## src/logic/pll_soft_freq_code_map.vh

```
`ifndef PLL_SOFT_FREQ_CODE_MAP_VH
`define PLL_SOFT_FREQ_CODE_MAP_VH

// ----------------------------------------------------------------------
// Register offsets
// ----------------------------------------------------------------------
`define ADDR_DYN_MSB      8'h09
`define ADDR_DYN_SET1     8'h0A
`define ADDR_DYN_SET2     8'h0B
`define ADDR_DYN_SET3     8'h0C
`define ADDR_WD_CTRL      8'h0D
`define ADDR_PROC_N_LOW   8'h0E
`define ADDR_PROC_NM      8'h0F
`define ADDR_SREF_N_LOW   8'h10
`define ADDR_WD_REST_LOW  8'h11
`define ADDR_MODE         8'h12
`define ADDR_SOFT_CODE    8'h13
`define ADDR_STATUS       8'h14
`define REG_FIRST         8'h09
`define REG_COUNT         11
`define REG_LAST_IDX      4'hA

// ----------------------------------------------------------------------
// Reset values
// ----------------------------------------------------------------------
`define REG_RESET         8'h00
`define WD_CTRL_RESET     8'h20
`define READ_UNMAPPED     8'h00

// ----------------------------------------------------------------------
// Field positions
// ----------------------------------------------------------------------
`define MODE_SREF_MSB     7
`define MODE_OVERRIDE     6
`define MODE_DYN_EN       5
`define MODE_EXT_RST_EN   4
`define MODE_SREF_PROG    3
`define MODE_PROC_PROG    2
`define MODE_AUTO_REC     1
`define MODE_REST_MSB     0
`define WD_REC_FROM_N     7
`define WD_RESET_ONLY     6
`define WD_ENABLE         0
`define DYN1_MSB          5
`define DYN2_MSB          6
`define DYN3_MSB          7
`define PROC_N_MSB        7
`define SOFT_CODE_HI      3

// ----------------------------------------------------------------------
// Dynamic pin codes and shared output routes
// ----------------------------------------------------------------------
`define DYN_ORIGINAL      2'h0
`define DYN_SET1          2'h1
`define DYN_SET2          2'h2
`define DYN_SET3          2'h3
`define ROUTE_LINK        2'h0
`define ROUTE_DOT96       2'h1
`define ROUTE_SATA        2'h2
`define SHARED_SATA       1'b0
`define SHARED_SREF       1'b1
`define PLAT_LINK_SATA    2'h0
`define PLAT_DOT_SATA     2'h1
`define PLAT_LINK_SREF    2'h2
`define PLAT_SATA_SREF    2'h3

// ----------------------------------------------------------------------
// Management port bit counting
// ----------------------------------------------------------------------
`define BITS_PER_BYTE     4'h8

`endif

```

## src/logic/n_value_select.v

```verilog
`timescale 1ns/1ps
`default_nettype none
`include "pll_soft_freq_code_map.vh"

module n_value_select
  #(parameter NW = 9)
  (
  input  wire          dyn_en,
  input  wire [1:0]    dyn_pins,
  input  wire [NW-1:0] base_n,
  input  wire [NW-1:0] set_one,
  input  wire [NW-1:0] set_two,
  input  wire [NW-1:0] set_three,
  output reg  [NW-1:0] n_out
  );

  // Dynamic pins pick the working N, else the base value
  always @*
  begin
    n_out = base_n;
    if (dyn_en)
    begin
      case (dyn_pins)
        `DYN_ORIGINAL: n_out = base_n;
        `DYN_SET1:     n_out = set_one;
        `DYN_SET2:     n_out = set_two;
        `DYN_SET3:     n_out = set_three;
        default:       n_out = base_n;
      endcase
    end
  end

endmodule
`default_nettype wire

```

## src/logic/smbus_byte_port.v

```verilog
`timescale 1ns/1ps
`default_nettype none
`include "pll_soft_freq_code_map.vh"

module smbus_byte_port
  #(parameter [6:0] DEV_ADDR = 7'h5A)
  (
  input  wire       clk,
  input  wire       rst_n,
  input  wire       scl_in,
  input  wire       sda_in,
  output reg        sda_out,
  output reg        sda_oe,
  output reg        wr_stb,
  output reg  [7:0] wr_addr,
  output reg  [7:0] wr_data,
  output reg        xfer_done,
  output wire [7:0] rd_addr,
  input  wire [7:0] rd_data
  );

  localparam [2:0] S_IDLE = 3'h0;
  localparam [2:0] S_ADDR = 3'h1;
  localparam [2:0] S_CMD  = 3'h2;
  localparam [2:0] S_WDAT = 3'h3;
  localparam [2:0] S_ACK  = 3'h4;
  localparam [2:0] S_RDAT = 3'h5;
  localparam [2:0] S_RACK = 3'h6;

  reg       scl_q;
  reg       sda_q;
  reg [2:0] state_q;
  reg [2:0] after_ack_q;
  reg [3:0] cnt_q;
  reg [7:0] sh_q;
  reg [7:0] ptr_q;
  reg       host_ack_q;

  wire start_c = scl_in & scl_q & sda_q & ~sda_in;
  wire stop_c  = scl_in & scl_q & ~sda_q & sda_in;
  wire rise_c  = scl_in & ~scl_q;
  wire fall_c  = ~scl_in & scl_q;

  assign rd_addr = ptr_q;

  // ----------------------------------------------------------------------
  // Byte engine: address, command, write data, read data
  // ----------------------------------------------------------------------
  always @(posedge clk)
  begin
    if (!rst_n)
    begin
      scl_q       <= 1'b1;
      sda_q       <= 1'b1;
      state_q     <= S_IDLE;
      after_ack_q <= S_IDLE;
      cnt_q       <= 4'h0;
      sh_q        <= 8'h00;
      ptr_q       <= 8'h00;
      host_ack_q  <= 1'b0;
      sda_out     <= 1'b0;
      sda_oe      <= 1'b0;
      wr_stb      <= 1'b0;
      wr_addr     <= 8'h00;
      wr_data     <= 8'h00;
      xfer_done   <= 1'b0;
    end
    else
    begin
      scl_q     <= scl_in;
      sda_q     <= sda_in;
      wr_stb    <= 1'b0;
      xfer_done <= 1'b0;
      if (start_c)
      begin
        state_q <= S_ADDR;
        cnt_q   <= 4'h0;
        sda_oe  <= 1'b0;
      end
      else if (stop_c)
      begin
        // Whole transaction over: commit point
        state_q   <= S_IDLE;
        sda_oe    <= 1'b0;
        xfer_done <= (state_q != S_IDLE);
      end
      else
      begin
        case (state_q)
          S_ADDR, S_CMD, S_WDAT:
          begin
            if (rise_c && cnt_q != `BITS_PER_BYTE)
            begin
              sh_q  <= {sh_q[6:0], sda_in};
              cnt_q <= cnt_q + 4'h1;
            end
            else if (fall_c && cnt_q == `BITS_PER_BYTE)
            begin
              cnt_q   <= 4'h0;
              sda_out <= 1'b0;
              sda_oe  <= 1'b1;
              state_q <= S_ACK;
              if (state_q == S_ADDR)
              begin
                if (sh_q[7:1] != DEV_ADDR)
                begin
                  sda_oe  <= 1'b0;
                  state_q <= S_IDLE;
                end
                after_ack_q <= sh_q[0] ? S_RDAT : S_CMD;
                if (!sh_q[0])
                  after_ack_q <= S_CMD;
              end
              else if (state_q == S_CMD)
              begin
                ptr_q       <= sh_q;
                after_ack_q <= S_WDAT;
              end
              else
              begin
                wr_stb      <= 1'b1;
                wr_addr     <= ptr_q;
                wr_data     <= sh_q;
                ptr_q       <= ptr_q + 8'h01;
                after_ack_q <= S_WDAT;
              end
            end
          end
          S_ACK:
          begin
            if (fall_c)
            begin
              state_q <= after_ack_q;
              if (after_ack_q == S_RDAT)
              begin
                sda_out <= rd_data[7];
                sh_q    <= {rd_data[6:0], 1'b0};
                cnt_q   <= 4'h1;
              end
              else
                sda_oe <= 1'b0;
            end
          end
          S_RDAT:
          begin
            if (fall_c)
            begin
              if (cnt_q == `BITS_PER_BYTE)
              begin
                sda_oe  <= 1'b0;
                state_q <= S_RACK;
              end
              else
              begin
                sda_out <= sh_q[7];
                sh_q    <= {sh_q[6:0], 1'b0};
                cnt_q   <= cnt_q + 4'h1;
              end
            end
          end
          S_RACK:
          begin
            if (rise_c)
            begin
              host_ack_q <= ~sda_in;
              if (!sda_in)
                ptr_q <= ptr_q + 8'h01;
            end
            else if (fall_c)
            begin
              if (host_ack_q)
              begin
                sda_out <= rd_data[7];
                sda_oe  <= 1'b1;
                sh_q    <= {rd_data[6:0], 1'b0};
                cnt_q   <= 4'h1;
                state_q <= S_RDAT;
              end
              else
                state_q <= S_IDLE;
            end
          end
          default: state_q <= S_IDLE;
        endcase
      end
    end
  end

endmodule
`default_nettype wire

```

## src/logic/pll_frequency_select_control.v

```verilog
// Notes on behaviour
// - Serial-reference N is nine bits: low byte plus mode bit 7; resets zero.
// - Mode bit 6 picks processor code: zero straps, one software code.
// - Mode bit 5 enables dynamic frequency; then dynamic pins pick N.
// - Mode bit 4 gates the external active-low reset input; default off.
// - Mode bit 3 makes the serial-reference synthesizer use programmed N.
// - Mode bit 2 makes the processor synthesizer use programmed N and M.
// - Mode bit 1 picks recovery supply: zero manual, one automatic.
// - Recovery N is nine bits: whole byte plus mode bit 0; RW, zero.
// - Platform strap routes shared outputs: link/SATA, video/SATA, link/ref, SATA/ref.
// - Dynamic pins: 00 original, 01 first set, 10 second, 11 third.
// - A dynamic pin change in dynamic mode loads the newly selected N.
// - Programmed output equals gear constant times N over M, gear from code.
// - Serial-reference M is fixed internally; only its N is programmable.
// - Processor N nine bits, M seven bits, serial-reference N nine bits.
// - Watchdog expiry in programmed mode applies auto, manual, strap or none.
// - No recovery is applied to the serial-reference programmed frequency.
// - Software code is four bits, used only while override is set.
// - Enabling the watchdog latches current M and N for later reload.
// - Manual recovery restores recovery N with the internally latched M.
`timescale 1ns/1ps
`default_nettype none
`include "pll_soft_freq_code_map.vh"

module pll_frequency_select_control
  #(parameter [6:0] DEV_ADDR     = 7'h5A,
    parameter [6:0] SREF_M_FIXED = 7'h01,
    parameter       NW           = 9,
    parameter       MW           = 7)
  (
  input  wire          CORE_CLK,
  input  wire          RST_N,
  input  wire          SCL_IN,
  input  wire          SDA_IN,
  output wire          SDA_OUT,
  output wire          SDA_OE,
  input  wire [4:0]    STRAP_FREQ_CODE_PINS,
  input  wire [1:0]    PLATFORM_STRAP,
  input  wire [1:0]    DYN_FREQ_PINS,
  input  wire          WD_EXPIRE,
  output reg  [NW-1:0] PROC_SYNTH_N,
  output reg  [MW-1:0] PROC_SYNTH_M,
  output reg           PROC_PROG_EN,
  output reg  [4:0]    PROC_FREQ_CODE,
  output reg           PROC_N_LOAD,
  output reg           DYN_FREQ_ACTIVE,
  output reg  [NW-1:0] SERIAL_REF_SYNTH_N,
  output reg  [MW-1:0] SERIAL_REF_SYNTH_M,
  output reg           SERIAL_REF_PROG_EN,
  output reg           EXT_RESET_IN_EN,
  output reg           WD_RESET_ONLY,
  output reg  [1:0]    SHARED_A_ROUTE,
  output reg           SHARED_B_ROUTE
  );

  // ----------------------------------------------------------------------
  // Register storage
  // ----------------------------------------------------------------------
  reg  [7:0]    shadow_q [0:`REG_COUNT-1];
  reg  [7:0]    act_q    [0:`REG_COUNT-1];
  reg  [NW-1:0] latch_n_q;
  reg  [MW-1:0] latch_m_q;
  reg           wd_enable_bit_q;
  reg  [1:0]    dyn_pins_q;
  reg  [4:0]    strap_code_q;
  reg  [1:0]    platform_q;
  reg           straps_taken_q;
  integer       i;

  wire          wr_stb;
  wire [7:0]    wr_addr;
  wire [7:0]    wr_data;
  wire          xfer_done;
  wire [7:0]    rd_addr;
  reg  [7:0]    rd_data;
  wire [NW-1:0] dyn_n;

  // Map a bus offset onto a storage slot
  function [3:0] slot;
    input [7:0] addr;
    reg   [7:0] diff;
    begin
      diff = addr - `REG_FIRST;
      slot = diff[3:0];
    end
  endfunction

  // True for offsets backed by storage
  function in_map;
    input [7:0] addr;
    begin
      in_map = (addr >= `REG_FIRST) && (addr <= `ADDR_SOFT_CODE);
    end
  endfunction

  // ----------------------------------------------------------------------
  // Field views of the active registers
  // ----------------------------------------------------------------------
  wire [7:0] mode_a     = act_q[slot(`ADDR_MODE)];
  wire [7:0] wd_ctrl_a  = act_q[slot(`ADDR_WD_CTRL)];
  wire [7:0] pnm_a      = act_q[slot(`ADDR_PROC_NM)];
  wire [7:0] dyn_msb_a  = act_q[slot(`ADDR_DYN_MSB)];
  wire [NW-1:0] proc_n_a = {pnm_a[`PROC_N_MSB], act_q[slot(`ADDR_PROC_N_LOW)]};
  wire [MW-1:0] proc_m_a = pnm_a[MW-1:0];
  wire [NW-1:0] sref_n_a = {mode_a[`MODE_SREF_MSB], act_q[slot(`ADDR_SREF_N_LOW)]};
  wire [NW-1:0] rest_n_a = {mode_a[`MODE_REST_MSB], act_q[slot(`ADDR_WD_REST_LOW)]};
  wire [NW-1:0] set1_a   = {dyn_msb_a[`DYN1_MSB], act_q[slot(`ADDR_DYN_SET1)]};
  wire [NW-1:0] set2_a   = {dyn_msb_a[`DYN2_MSB], act_q[slot(`ADDR_DYN_SET2)]};
  wire [NW-1:0] set3_a   = {dyn_msb_a[`DYN3_MSB], act_q[slot(`ADDR_DYN_SET3)]};
  wire [3:0]    soft_a   = act_q[slot(`ADDR_SOFT_CODE)][`SOFT_CODE_HI:0];
  wire          dyn_en_a = mode_a[`MODE_DYN_EN];
  wire          wd_enable_bit_a  = wd_ctrl_a[`WD_ENABLE];

  // Watchdog expiry acts only in programmed processor mode with watchdog on
  wire rec_go      = WD_EXPIRE & mode_a[`MODE_PROC_PROG] & wd_enable_bit_a
                     & ~wd_ctrl_a[`WD_RESET_ONLY];
  wire rec_strap   = rec_go & ~wd_ctrl_a[`WD_REC_FROM_N];
  wire rec_auto    = rec_go & wd_ctrl_a[`WD_REC_FROM_N] & mode_a[`MODE_AUTO_REC];
  wire rec_manual  = rec_go & wd_ctrl_a[`WD_REC_FROM_N] & ~mode_a[`MODE_AUTO_REC];
  wire [NW-1:0] rec_n = rec_auto ? latch_n_q : rest_n_a;
  wire [7:0]    mode_strap = mode_a & ~((8'h01 << `MODE_PROC_PROG)
                             | (8'h01 << `MODE_OVERRIDE) | (8'h01 << `MODE_DYN_EN));

  // ----------------------------------------------------------------------
  // Management bus port
  // ----------------------------------------------------------------------
  smbus_byte_port
    #(.DEV_ADDR (DEV_ADDR))
  u_port
    (
    .clk       (CORE_CLK),
    .rst_n     (RST_N),
    .scl_in    (SCL_IN),
    .sda_in    (SDA_IN),
    .sda_out   (SDA_OUT),
    .sda_oe    (SDA_OE),
    .wr_stb    (wr_stb),
    .wr_addr   (wr_addr),
    .wr_data   (wr_data),
    .xfer_done (xfer_done),
    .rd_addr   (rd_addr),
    .rd_data   (rd_data)
    );

  // ----------------------------------------------------------------------
  // Dynamic N selection
  // ----------------------------------------------------------------------
  n_value_select
    #(.NW (NW))
  u_nsel
    (
    .dyn_en    (dyn_en_a),
    .dyn_pins  (DYN_FREQ_PINS),
    .base_n    (proc_n_a),
    .set_one   (set1_a),
    .set_two   (set2_a),
    .set_three (set3_a),
    .n_out     (dyn_n)
    );

  // ----------------------------------------------------------------------
  // Read-back
  // ----------------------------------------------------------------------
  // Written values read back; status shows straps and live mode
  always @*
  begin
    rd_data = `READ_UNMAPPED;
    if (in_map(rd_addr))
      rd_data = shadow_q[slot(rd_addr)];
    else if (rd_addr == `ADDR_STATUS)
      rd_data = {strap_code_q, platform_q, DYN_FREQ_ACTIVE};
  end

  // ----------------------------------------------------------------------
  // Shadow and active registers
  // ----------------------------------------------------------------------
  // Writes land in shadow; whole set goes live at transaction end
  always @(posedge CORE_CLK)
  begin
    if (!RST_N)
    begin
      for (i = 0; i < `REG_COUNT; i = i + 1)
      begin
        shadow_q[i] <= `REG_RESET;
        act_q[i]    <= `REG_RESET;
      end
      shadow_q[slot(`ADDR_WD_CTRL)] <= `WD_CTRL_RESET;
      act_q[slot(`ADDR_WD_CTRL)]    <= `WD_CTRL_RESET;
    end
    else
    begin
      if (wr_stb && in_map(wr_addr))
        shadow_q[slot(wr_addr)] <= wr_data;
      if (xfer_done)
      begin
        for (i = 0; i < `REG_COUNT; i = i + 1)
          act_q[i] <= shadow_q[i];
      end
      // Recovery overrides both copies so a later commit keeps it
      if (rec_strap)
      begin
        act_q[slot(`ADDR_MODE)]    <= mode_strap;
        shadow_q[slot(`ADDR_MODE)] <= mode_strap;
      end
      else if (rec_auto || rec_manual)
      begin
        act_q[slot(`ADDR_PROC_N_LOW)]    <= rec_n[7:0];
        shadow_q[slot(`ADDR_PROC_N_LOW)] <= rec_n[7:0];
        act_q[slot(`ADDR_PROC_NM)]       <= {rec_n[NW-1], latch_m_q};
        shadow_q[slot(`ADDR_PROC_NM)]    <= {rec_n[NW-1], latch_m_q};
      end
    end
  end

  // ----------------------------------------------------------------------
  // Watchdog recovery latch and strap capture
  // ----------------------------------------------------------------------
  // Rising watchdog enable snapshots the programmed processor N and M
  always @(posedge CORE_CLK)
  begin
    if (!RST_N)
    begin
      latch_n_q      <= {NW{1'b0}};
      latch_m_q      <= {MW{1'b0}};
      wd_enable_bit_q        <= 1'b0;
      dyn_pins_q     <= `DYN_ORIGINAL;
      strap_code_q   <= 5'h00;
      platform_q     <= `PLAT_LINK_SATA;
      straps_taken_q <= 1'b0;
    end
    else
    begin
      wd_enable_bit_q    <= wd_enable_bit_a;
      dyn_pins_q <= DYN_FREQ_PINS;
      if (wd_enable_bit_a && !wd_enable_bit_q)
      begin
        latch_n_q <= proc_n_a;
        latch_m_q <= proc_m_a;
      end
      if (!straps_taken_q)
      begin
        strap_code_q   <= STRAP_FREQ_CODE_PINS;
        platform_q     <= PLATFORM_STRAP;
        straps_taken_q <= 1'b1;
      end
    end
  end

  // ----------------------------------------------------------------------
  // Synthesizer control outputs
  // ----------------------------------------------------------------------
  // All outputs registered, from the active settings, the captured straps and the live dynamic pins
  always @(posedge CORE_CLK)
  begin
    if (!RST_N)
    begin
      PROC_SYNTH_N       <= {NW{1'b0}};
      PROC_SYNTH_M       <= {MW{1'b0}};
      PROC_PROG_EN       <= 1'b0;
      PROC_FREQ_CODE     <= 5'h00;
      PROC_N_LOAD        <= 1'b0;
      DYN_FREQ_ACTIVE    <= 1'b0;
      SERIAL_REF_SYNTH_N <= {NW{1'b0}};
      SERIAL_REF_SYNTH_M <= {MW{1'b0}};
      SERIAL_REF_PROG_EN <= 1'b0;
      EXT_RESET_IN_EN    <= 1'b0;
      WD_RESET_ONLY      <= 1'b0;
      SHARED_A_ROUTE     <= `ROUTE_LINK;
      SHARED_B_ROUTE     <= `SHARED_SATA;
    end
    else
    begin
      PROC_SYNTH_N    <= dyn_n;
      PROC_SYNTH_M    <= proc_m_a;
      PROC_PROG_EN    <= mode_a[`MODE_PROC_PROG];
      DYN_FREQ_ACTIVE <= dyn_en_a;
      PROC_N_LOAD     <= dyn_en_a && (DYN_FREQ_PINS != dyn_pins_q);
      // Gear selection code: straps or software code
      if (mode_a[`MODE_OVERRIDE])
        PROC_FREQ_CODE <= {strap_code_q[4], soft_a};
      else
        PROC_FREQ_CODE <= strap_code_q;
      SERIAL_REF_SYNTH_N <= sref_n_a;
      SERIAL_REF_SYNTH_M <= SREF_M_FIXED;
      SERIAL_REF_PROG_EN <= mode_a[`MODE_SREF_PROG];
      EXT_RESET_IN_EN    <= mode_a[`MODE_EXT_RST_EN];
      WD_RESET_ONLY      <= wd_ctrl_a[`WD_RESET_ONLY];
      // Shared output routing from platform strap
      case (platform_q)
        `PLAT_LINK_SATA:
        begin
          SHARED_A_ROUTE <= `ROUTE_LINK;
          SHARED_B_ROUTE <= `SHARED_SATA;
        end
        `PLAT_DOT_SATA:
        begin
          SHARED_A_ROUTE <= `ROUTE_DOT96;
          SHARED_B_ROUTE <= `SHARED_SATA;
        end
        `PLAT_LINK_SREF:
        begin
          SHARED_A_ROUTE <= `ROUTE_LINK;
          SHARED_B_ROUTE <= `SHARED_SREF;
        end
        `PLAT_SATA_SREF:
        begin
          SHARED_A_ROUTE <= `ROUTE_SATA;
          SHARED_B_ROUTE <= `SHARED_SREF;
        end
        default:
        begin
          SHARED_A_ROUTE <= `ROUTE_LINK;
          SHARED_B_ROUTE <= `SHARED_SATA;
        end
      endcase
    end
  end

endmodule
`default_nettype wire

```

## config.mk

```make
export PLATFORM = sky130hd
export DESIGN_NAME = pll_frequency_select_control
export DESIGN_NICKNAME = d
export VERILOG_FILES = /design/src/logic/n_value_select.v /design/src/logic/smbus_byte_port.v /design/src/logic/pll_frequency_select_control.v
export VERILOG_INCLUDE_DIRS = /design/src /design/src/logic
export SDC_FILE = /design/constraint.sdc
export NUM_CORES = 1
export LEC_CHECK = 0
export ABC_AREA = 1
export BUFFER_PORTS_ARGS = -buffer_cell sky130_fd_sc_hd__buf_4
export CORE_AREA = 2 2 155 157
export CTS_CLUSTER_DIAMETER = 30
export CTS_CLUSTER_SIZE = 20
export DETAILED_ROUTE_END_ITERATION = 6
export DIE_AREA = 0 0 157 159
export GPL_TIMING_DRIVEN = 1
export HOLD_SLACK_MARGIN = 0.1
export PLACE_DENSITY = 0.8
export SETUP_SLACK_MARGIN = 0.2
export SYNTH_ARGS = -nofsm -noshare
export SYNTH_HDL_FRONTEND = slang
export SYNTH_SLANG_ARGS = --single-unit
```

## constraint.sdc

```tcl
create_clock -name CORE_CLK -period 8.22 [get_ports CORE_CLK]
set_clock_uncertainty 0.2 [all_clocks]
set_input_delay 1.644 -clock CORE_CLK [delete_from_list [all_inputs] [get_ports CORE_CLK]]
set_output_delay 1.644 -clock CORE_CLK [all_outputs]
set_load 0.05 [all_outputs]
```

# Word level (Yosys, flattened, before mapping)
# Memory sizes are Yosys's and may differ from the RTL's. A register that Yosys moved wholly into a read port is not among the register bits.
# Cells that the tools add are included.
[totals]
regBits = 122
ram_bits = 176
output_inout_bits = 48
wordCells = 290
mem_count = 2
[classes]
add_sub_neg = 4
magnitude_cmp = 4
n_eq_ne = 44
mux = 110
n_bitwise = 57
reduce_logical = 34
[memory_table]
columns = ["memory", "depth", "width", "read_ports", "rd_ports_with_merged_regs", "wr", "line", "rtl"]
rows = [
  ["act_q", 11, 8, 11, 1, 11, "pll_frequency_select_control.v:60", "reg [7:0] act_q [0:`REG_COUNT-1];"],
  ["shadow_q", 11, 8, 12, 0, 11, "pll_frequency_select_control.v:59", "reg [7:0] shadow_q [0:`REG_COUNT-1];"],
]
[ops]
columns = ["op", "n"]
rows = [
  ["8-bit two-way mux", 36],
  ["4-bit two-way mux", 11],
  ["1-bit two-way mux", 40],
  ["3-bit two-way mux", 12],
  ["9-bit one-hot mux with 4 select lines", 1],
  ["8-bit one-hot mux with 4 select lines", 1],
  ["7-bit AND reduction", 3],
  ["1-bit bitwise AND", 20],
  ["4-bit by 1-bit inequality test with 1-bit output (second input constant)", 5],
  ["10-bit AND reduction", 2],
  ["1-bit bitwise OR", 19],
  ["9-bit two-way mux", 2],
  ["2-bit by 1-bit inequality test with 1-bit output (second input constant)", 9],
  ["1-bit inverter", 18],
  ["4-bit equality test (second input constant)", 4],
  ["8-bit by 4-bit >= comparator with 1-bit output (second input constant)", 2],
  ["8-bit by 5-bit <= comparator with 1-bit output (second input constant)", 2],
  ["4-bit one-hot mux with 4 select lines", 1],
  ["8-bit one-hot mux with 2 select lines", 1],
  ["3-bit equality test (second input constant)", 4],
  ["2-bit inequality test (second input constant)", 6],
  ["3-bit one-hot mux with 4 select lines", 1],
  ["12-bit AND reduction", 1],
  ["11-bit AND reduction", 1],
  ["other kinds (30)", 51],
]

# Logic depth before layout (Yosys ltp)
# An unclocked memory read counts as a cell.
[logic_depth]
depth_word = 18
mapped_depth = 17

# Hierarchy
# A second synthesis with hierarchy kept.
[hier_totals]
cells_unflattened = 1626
area_unflattened_um2 = 14386.3
[modules_own_cells]
columns = ["module", "n_inst", "cells_each", "area_each_um2", "seq_area_each_um2"]
rows = [
  ["pll_frequency_select_control", 1, 1147, 11349.6, 7307.0],
  ["smbus_byte_port", 1, 397, 2611.3, 980.9],
  ["n_value_select", 1, 82, 425.4, 0.0],
]

# Worst setup path after synthesis
# OpenSTA, ideal clock, no wires.
[synth_timing]
path_kind = "input to register"
startpoint = "in RST_N"
endpoint = "mem act_q[0][5] (enable)"
setup_time_ps = 577
arrival_ps = 3146
t_required_ps = 7443
path_slack_ps = 4297
cell_stages = 4
path_buffers = 3
cell_sequence = "buf_2 clkbuf_1 clkbuf_1 nand2_1"
[synth_lines]
columns = ["element", "line", "rtl"]
rows = [
  ["from (decl)", "pll_frequency_select_control.v:32", "input wire RST_N,"],
  ["to (decl)", "pll_frequency_select_control.v:60", ""],
]

==> results.py <==
metrics = {
    "status": {
        "status": "finished, final reports clean",
    },
    "timing": {
        "rsz0062_at_grt": "no",
        "drv_slew": 0,
        "period_needed_ps": 4670,
        "fmax_mhz": 214,
        "worst_pin_slew_ps": 1200,
        "fin_tns_setup_ps": 0,
        "fin_crit_sh_pct": 56.8,
        "finalSetupViolCount": 0,
        "slew_headroom_pct": 19.3,
        "hold_viol": 0,
        "fin_ws_ps": 3550,
    },
    "setup_path": {
        "cp_slowest_cell": "nor3_1",
        "setup.worst_path.class": "input pin to flop",
        "cp.arrival_ps": 4640,
        "critPathBufInv": 2,
        "slowest_delay_ps": 930,
        "crit_chain": "buf_4, inv_2, nor2_4, nand3_2, and2_1, nand2_1, nand2_1, nor3_1",
        "path_delay_family": "simple AND/OR/NAND/NOR gates",
        "crit_path_frequent_cell": "nand2_1",
        "start_kind": "input pin",
        "required_ps": 8200,
        "endpoint_kind": "flop",
        "cp_max_fo": 66,
    },
    "synth": {
        "synth_area_leader_cell": "edfxtp_1",
        "ys_types": 42,
        "netlist_area_sq_mm": 0.0138,
        "synth_edf_count": 194,
        "synthCells": 1532,
        "yosys-top-cells-count": "287 x nand2_1, 202 x nor2_1, 194 x edfxtp_1",
        "synth_area_leaders": "edfxtp_1 42%, dfxtp_1 18%, nand2_1 7.8%",
        "synthArstFlopShare_pct": 0,
        "yosysTopAreaCellShare_pct": 42.3,
        "synth_most_common_cell": "nand2_1",
        "syn_area_per_cell_sq_um": 9.00,
        "synth_seq_cells": 317,
        "ys.flop_type": "edfxtp_1",
        "seq_area_frac_synth_pct": 60.1,
        "ys_warn_count": 0,
    },
    "finish": {
        "nets": 1616,
        "area_delta_synth_final_pct": 19.1,
        "num_antenna_cells": 0,
        "multi_input_area_sq_mm": 0.00452,
        "seqCellArea_sq_mm": 0.00829,
        "final-instance-count-excl-fill": 1961,
        "fin_util_pct": 70.8,
        "drive_gt1_share_pct": 12.4,
        "fill_cells": 1679,
    },
    "hold_path": {
        "hold_class": "flop to flop",
    },
    "pwr": {
        "powerDensity_mw_per_mm2": 295,
        "ir_drop_mv": 0.198,
        "p_leak_uw": 0.00683,
        "power.total_uw": 4840,
    },
    "detailed_routing": {
        "post_drt_wl_per_cell_um": 18.6,
        "drcViolationCount": 0,
        "vias": 11180,
        "viasPerCell": 5.70,
        "ant_nets": 0,
        "wirelength_um": 36400,
        "drtIter0Drc": 1681,
        "dr.pass1.iters": 6,
    },
    "die": {
        "die_h_um": 159,
        "die_w_um": 157,
        "rows": 56,
        "core_region_area_sq_mm": 0.0232,
        "start_util_pct": 59.4,
        "pin_count": 62,
        "dieArea_sq_mm": 0.0250,
    },
    "clock_tree": {
        "root_buffer": "clkbuf_16",
        "h-tree-depth": 2,
        "clockBufferDepth": 3,
        "cts_tree": "done",
        "ctsResizeCount": 0,
        "clk_latency_ps": 580,
        "clk_transition_reported_paths_ps": 50,
        "holdBufCountCts": 0,
        "numClockSinks": 317,
        "numCtsBuffers": 59,
        "cts_setup_buffers": 0,
    },
    "place": {
        "io_buffers": 55,
        "gp_congestion": 1.00,
        "detailed_place_hpwl_um": 24500,
        "place_ws_ps": 3050,
        "place_inst": 1850,
    },
    "grt": {
        "grt_pass1_vias": 10629,
        "met1_usage_pct": 38.7,
        "gr-total-overflow": 0,
        "grt_pass1_wl_um": 56700,
        "antenna_found_initial": 0,
        "grt_usage_pct": 29.2,
        "top_usage_layer": "met2",
        "grt_use_met2_pct": 46.2,
        "grt_max_degree": 99,
        "use_met3_pct": 5.12,
    },
    "job": {
        "cap_violations": 0,
    },
}
[kinds of logic (layout without fill, tap and decap cells)]
kind of cell | Yosys count | count (layout) | share of synthesized area, %
compound gates | 289 | 289 | 11.4
xor+xnor | 4 | 4 | 0.254
fa+ha+maj | 10 | 10 | 0.908
buf+inv | 254 | 359 | 7.22
flops | 317 | 317 | 60.1
other cells | 1 | 6 | 0.0272
simple gates | 657 | 657 | 20.1
[state kept, by name, indices dropped and copies added (netlist names), 3 cells and up]
name / flops
PROC_FREQ_CODE: 5
PROC_SYNTH_M: 7
PROC_SYNTH_N: 9
SERIAL_REF_SYNTH_N: 9
act_q: 74
latch_m_q: 7
latch_n_q: 9
shadow_q: 128
strap_code_q: 5
u_port.after_ack_q: 3
u_port.cnt_q: 4
u_port.rd_addr: 8
u_port.sh_q: 8
u_port.state_q: 3
u_port.wr_addr: 8
u_port.wr_data: 8
[power by group]
| part | internal [uW] | switching [uW] | total, uW |
|---|---|---|---|
| Combinational | 158 | 446 | 604 |
| Sequential | 1760 | 52.3 | 1810 |
| Clock | 1550 | 875 | 2430 |
| Total | 3470 | 1370 | 4840 |
[worst paths after layout]
check / from / cells after the start / endpoint / slack (ps)
min reg2reg: act_q[7][0] / 2 / SERIAL_REF_SYNTH_N[0] / 220
max reg2reg: u_port.rd_addr[1] / 12 / u_port.sda_out / 4740
min: act_q[7][0] / 2 / SERIAL_REF_SYNTH_N[0] / 220
max: RST_N / 8 / shadow_q[13][0] / 3550
[metrics by stage]
step / hold slack [ps] / area (sq um)
2_1_floorplan: 206 / 13800
3_3_place_gp: 208 / 14400
3_5_place_dp: 215 / 14400
4_1_cts: 222 / 16400
5_1_grt: 233 / 16400
6_report: 217 / 16400
[routing by layer]
layer	up-vias	share of wire (%)
li1	5239	-
met1	5185	40
met2	625	47
met3	131	8.2
met4	0	5.2
met5	-	0
[area by class of cell]
class | count | area share (%)
Multi-Input combinational cell | 966 | 27.5
Inverter | 187 | 4.28
Clock buffer | 63 | 9.27
Timing Repair Buffer | 61 | 2.79
Sequential cell | 317 | 50.5
Clock inverter | 48 | 3.19
Tap cell | 319 | 2.43
[cell usage in the layout, fill, tap and decap left out, types with 3 or more instances in the layout]
cell	count
a41oi_1	10
o21ai_1	4
dfxtp_1	122
nand3_2	3
buf_4	61
clkinv_4	4
inv_2	4
conb_1	6
clkinv_8	3
inv_1	176
clkbuf_16	59
clkinvlp_4	14
a31oi_1	4
nand2_2	8
nand2_1	286
inv_6	10
nor2_2	4
o21ai_2	5
nor4_1	4
edfxtp_1	194
o211ai_1	12
a211oi_1	3
nor2_1	202
or2_2	4
nand3_1	117
ha_1	10
o21ai_0	133
nor3_1	11
nand4_1	9
a21oi_1	112
bufinv_16	6
clkinv_1	9
clkbuf_8	3
clkinv_2	6
[worst reg2reg max path: cells and delay by family (launching register included)]
| family | cells | cell delay [ps] |
|---|---|---|
| DFF | 1 | 420 |
| AOI/OAI and AO/OA | 3 | 630 |
| and+or+nand+nor | 5 | 640 |
| buffers and inverters | 3 | 1140 |
| adders and majority gates | 1 | 300 |
Note: power is estimated with default switching activity, not from simulation.
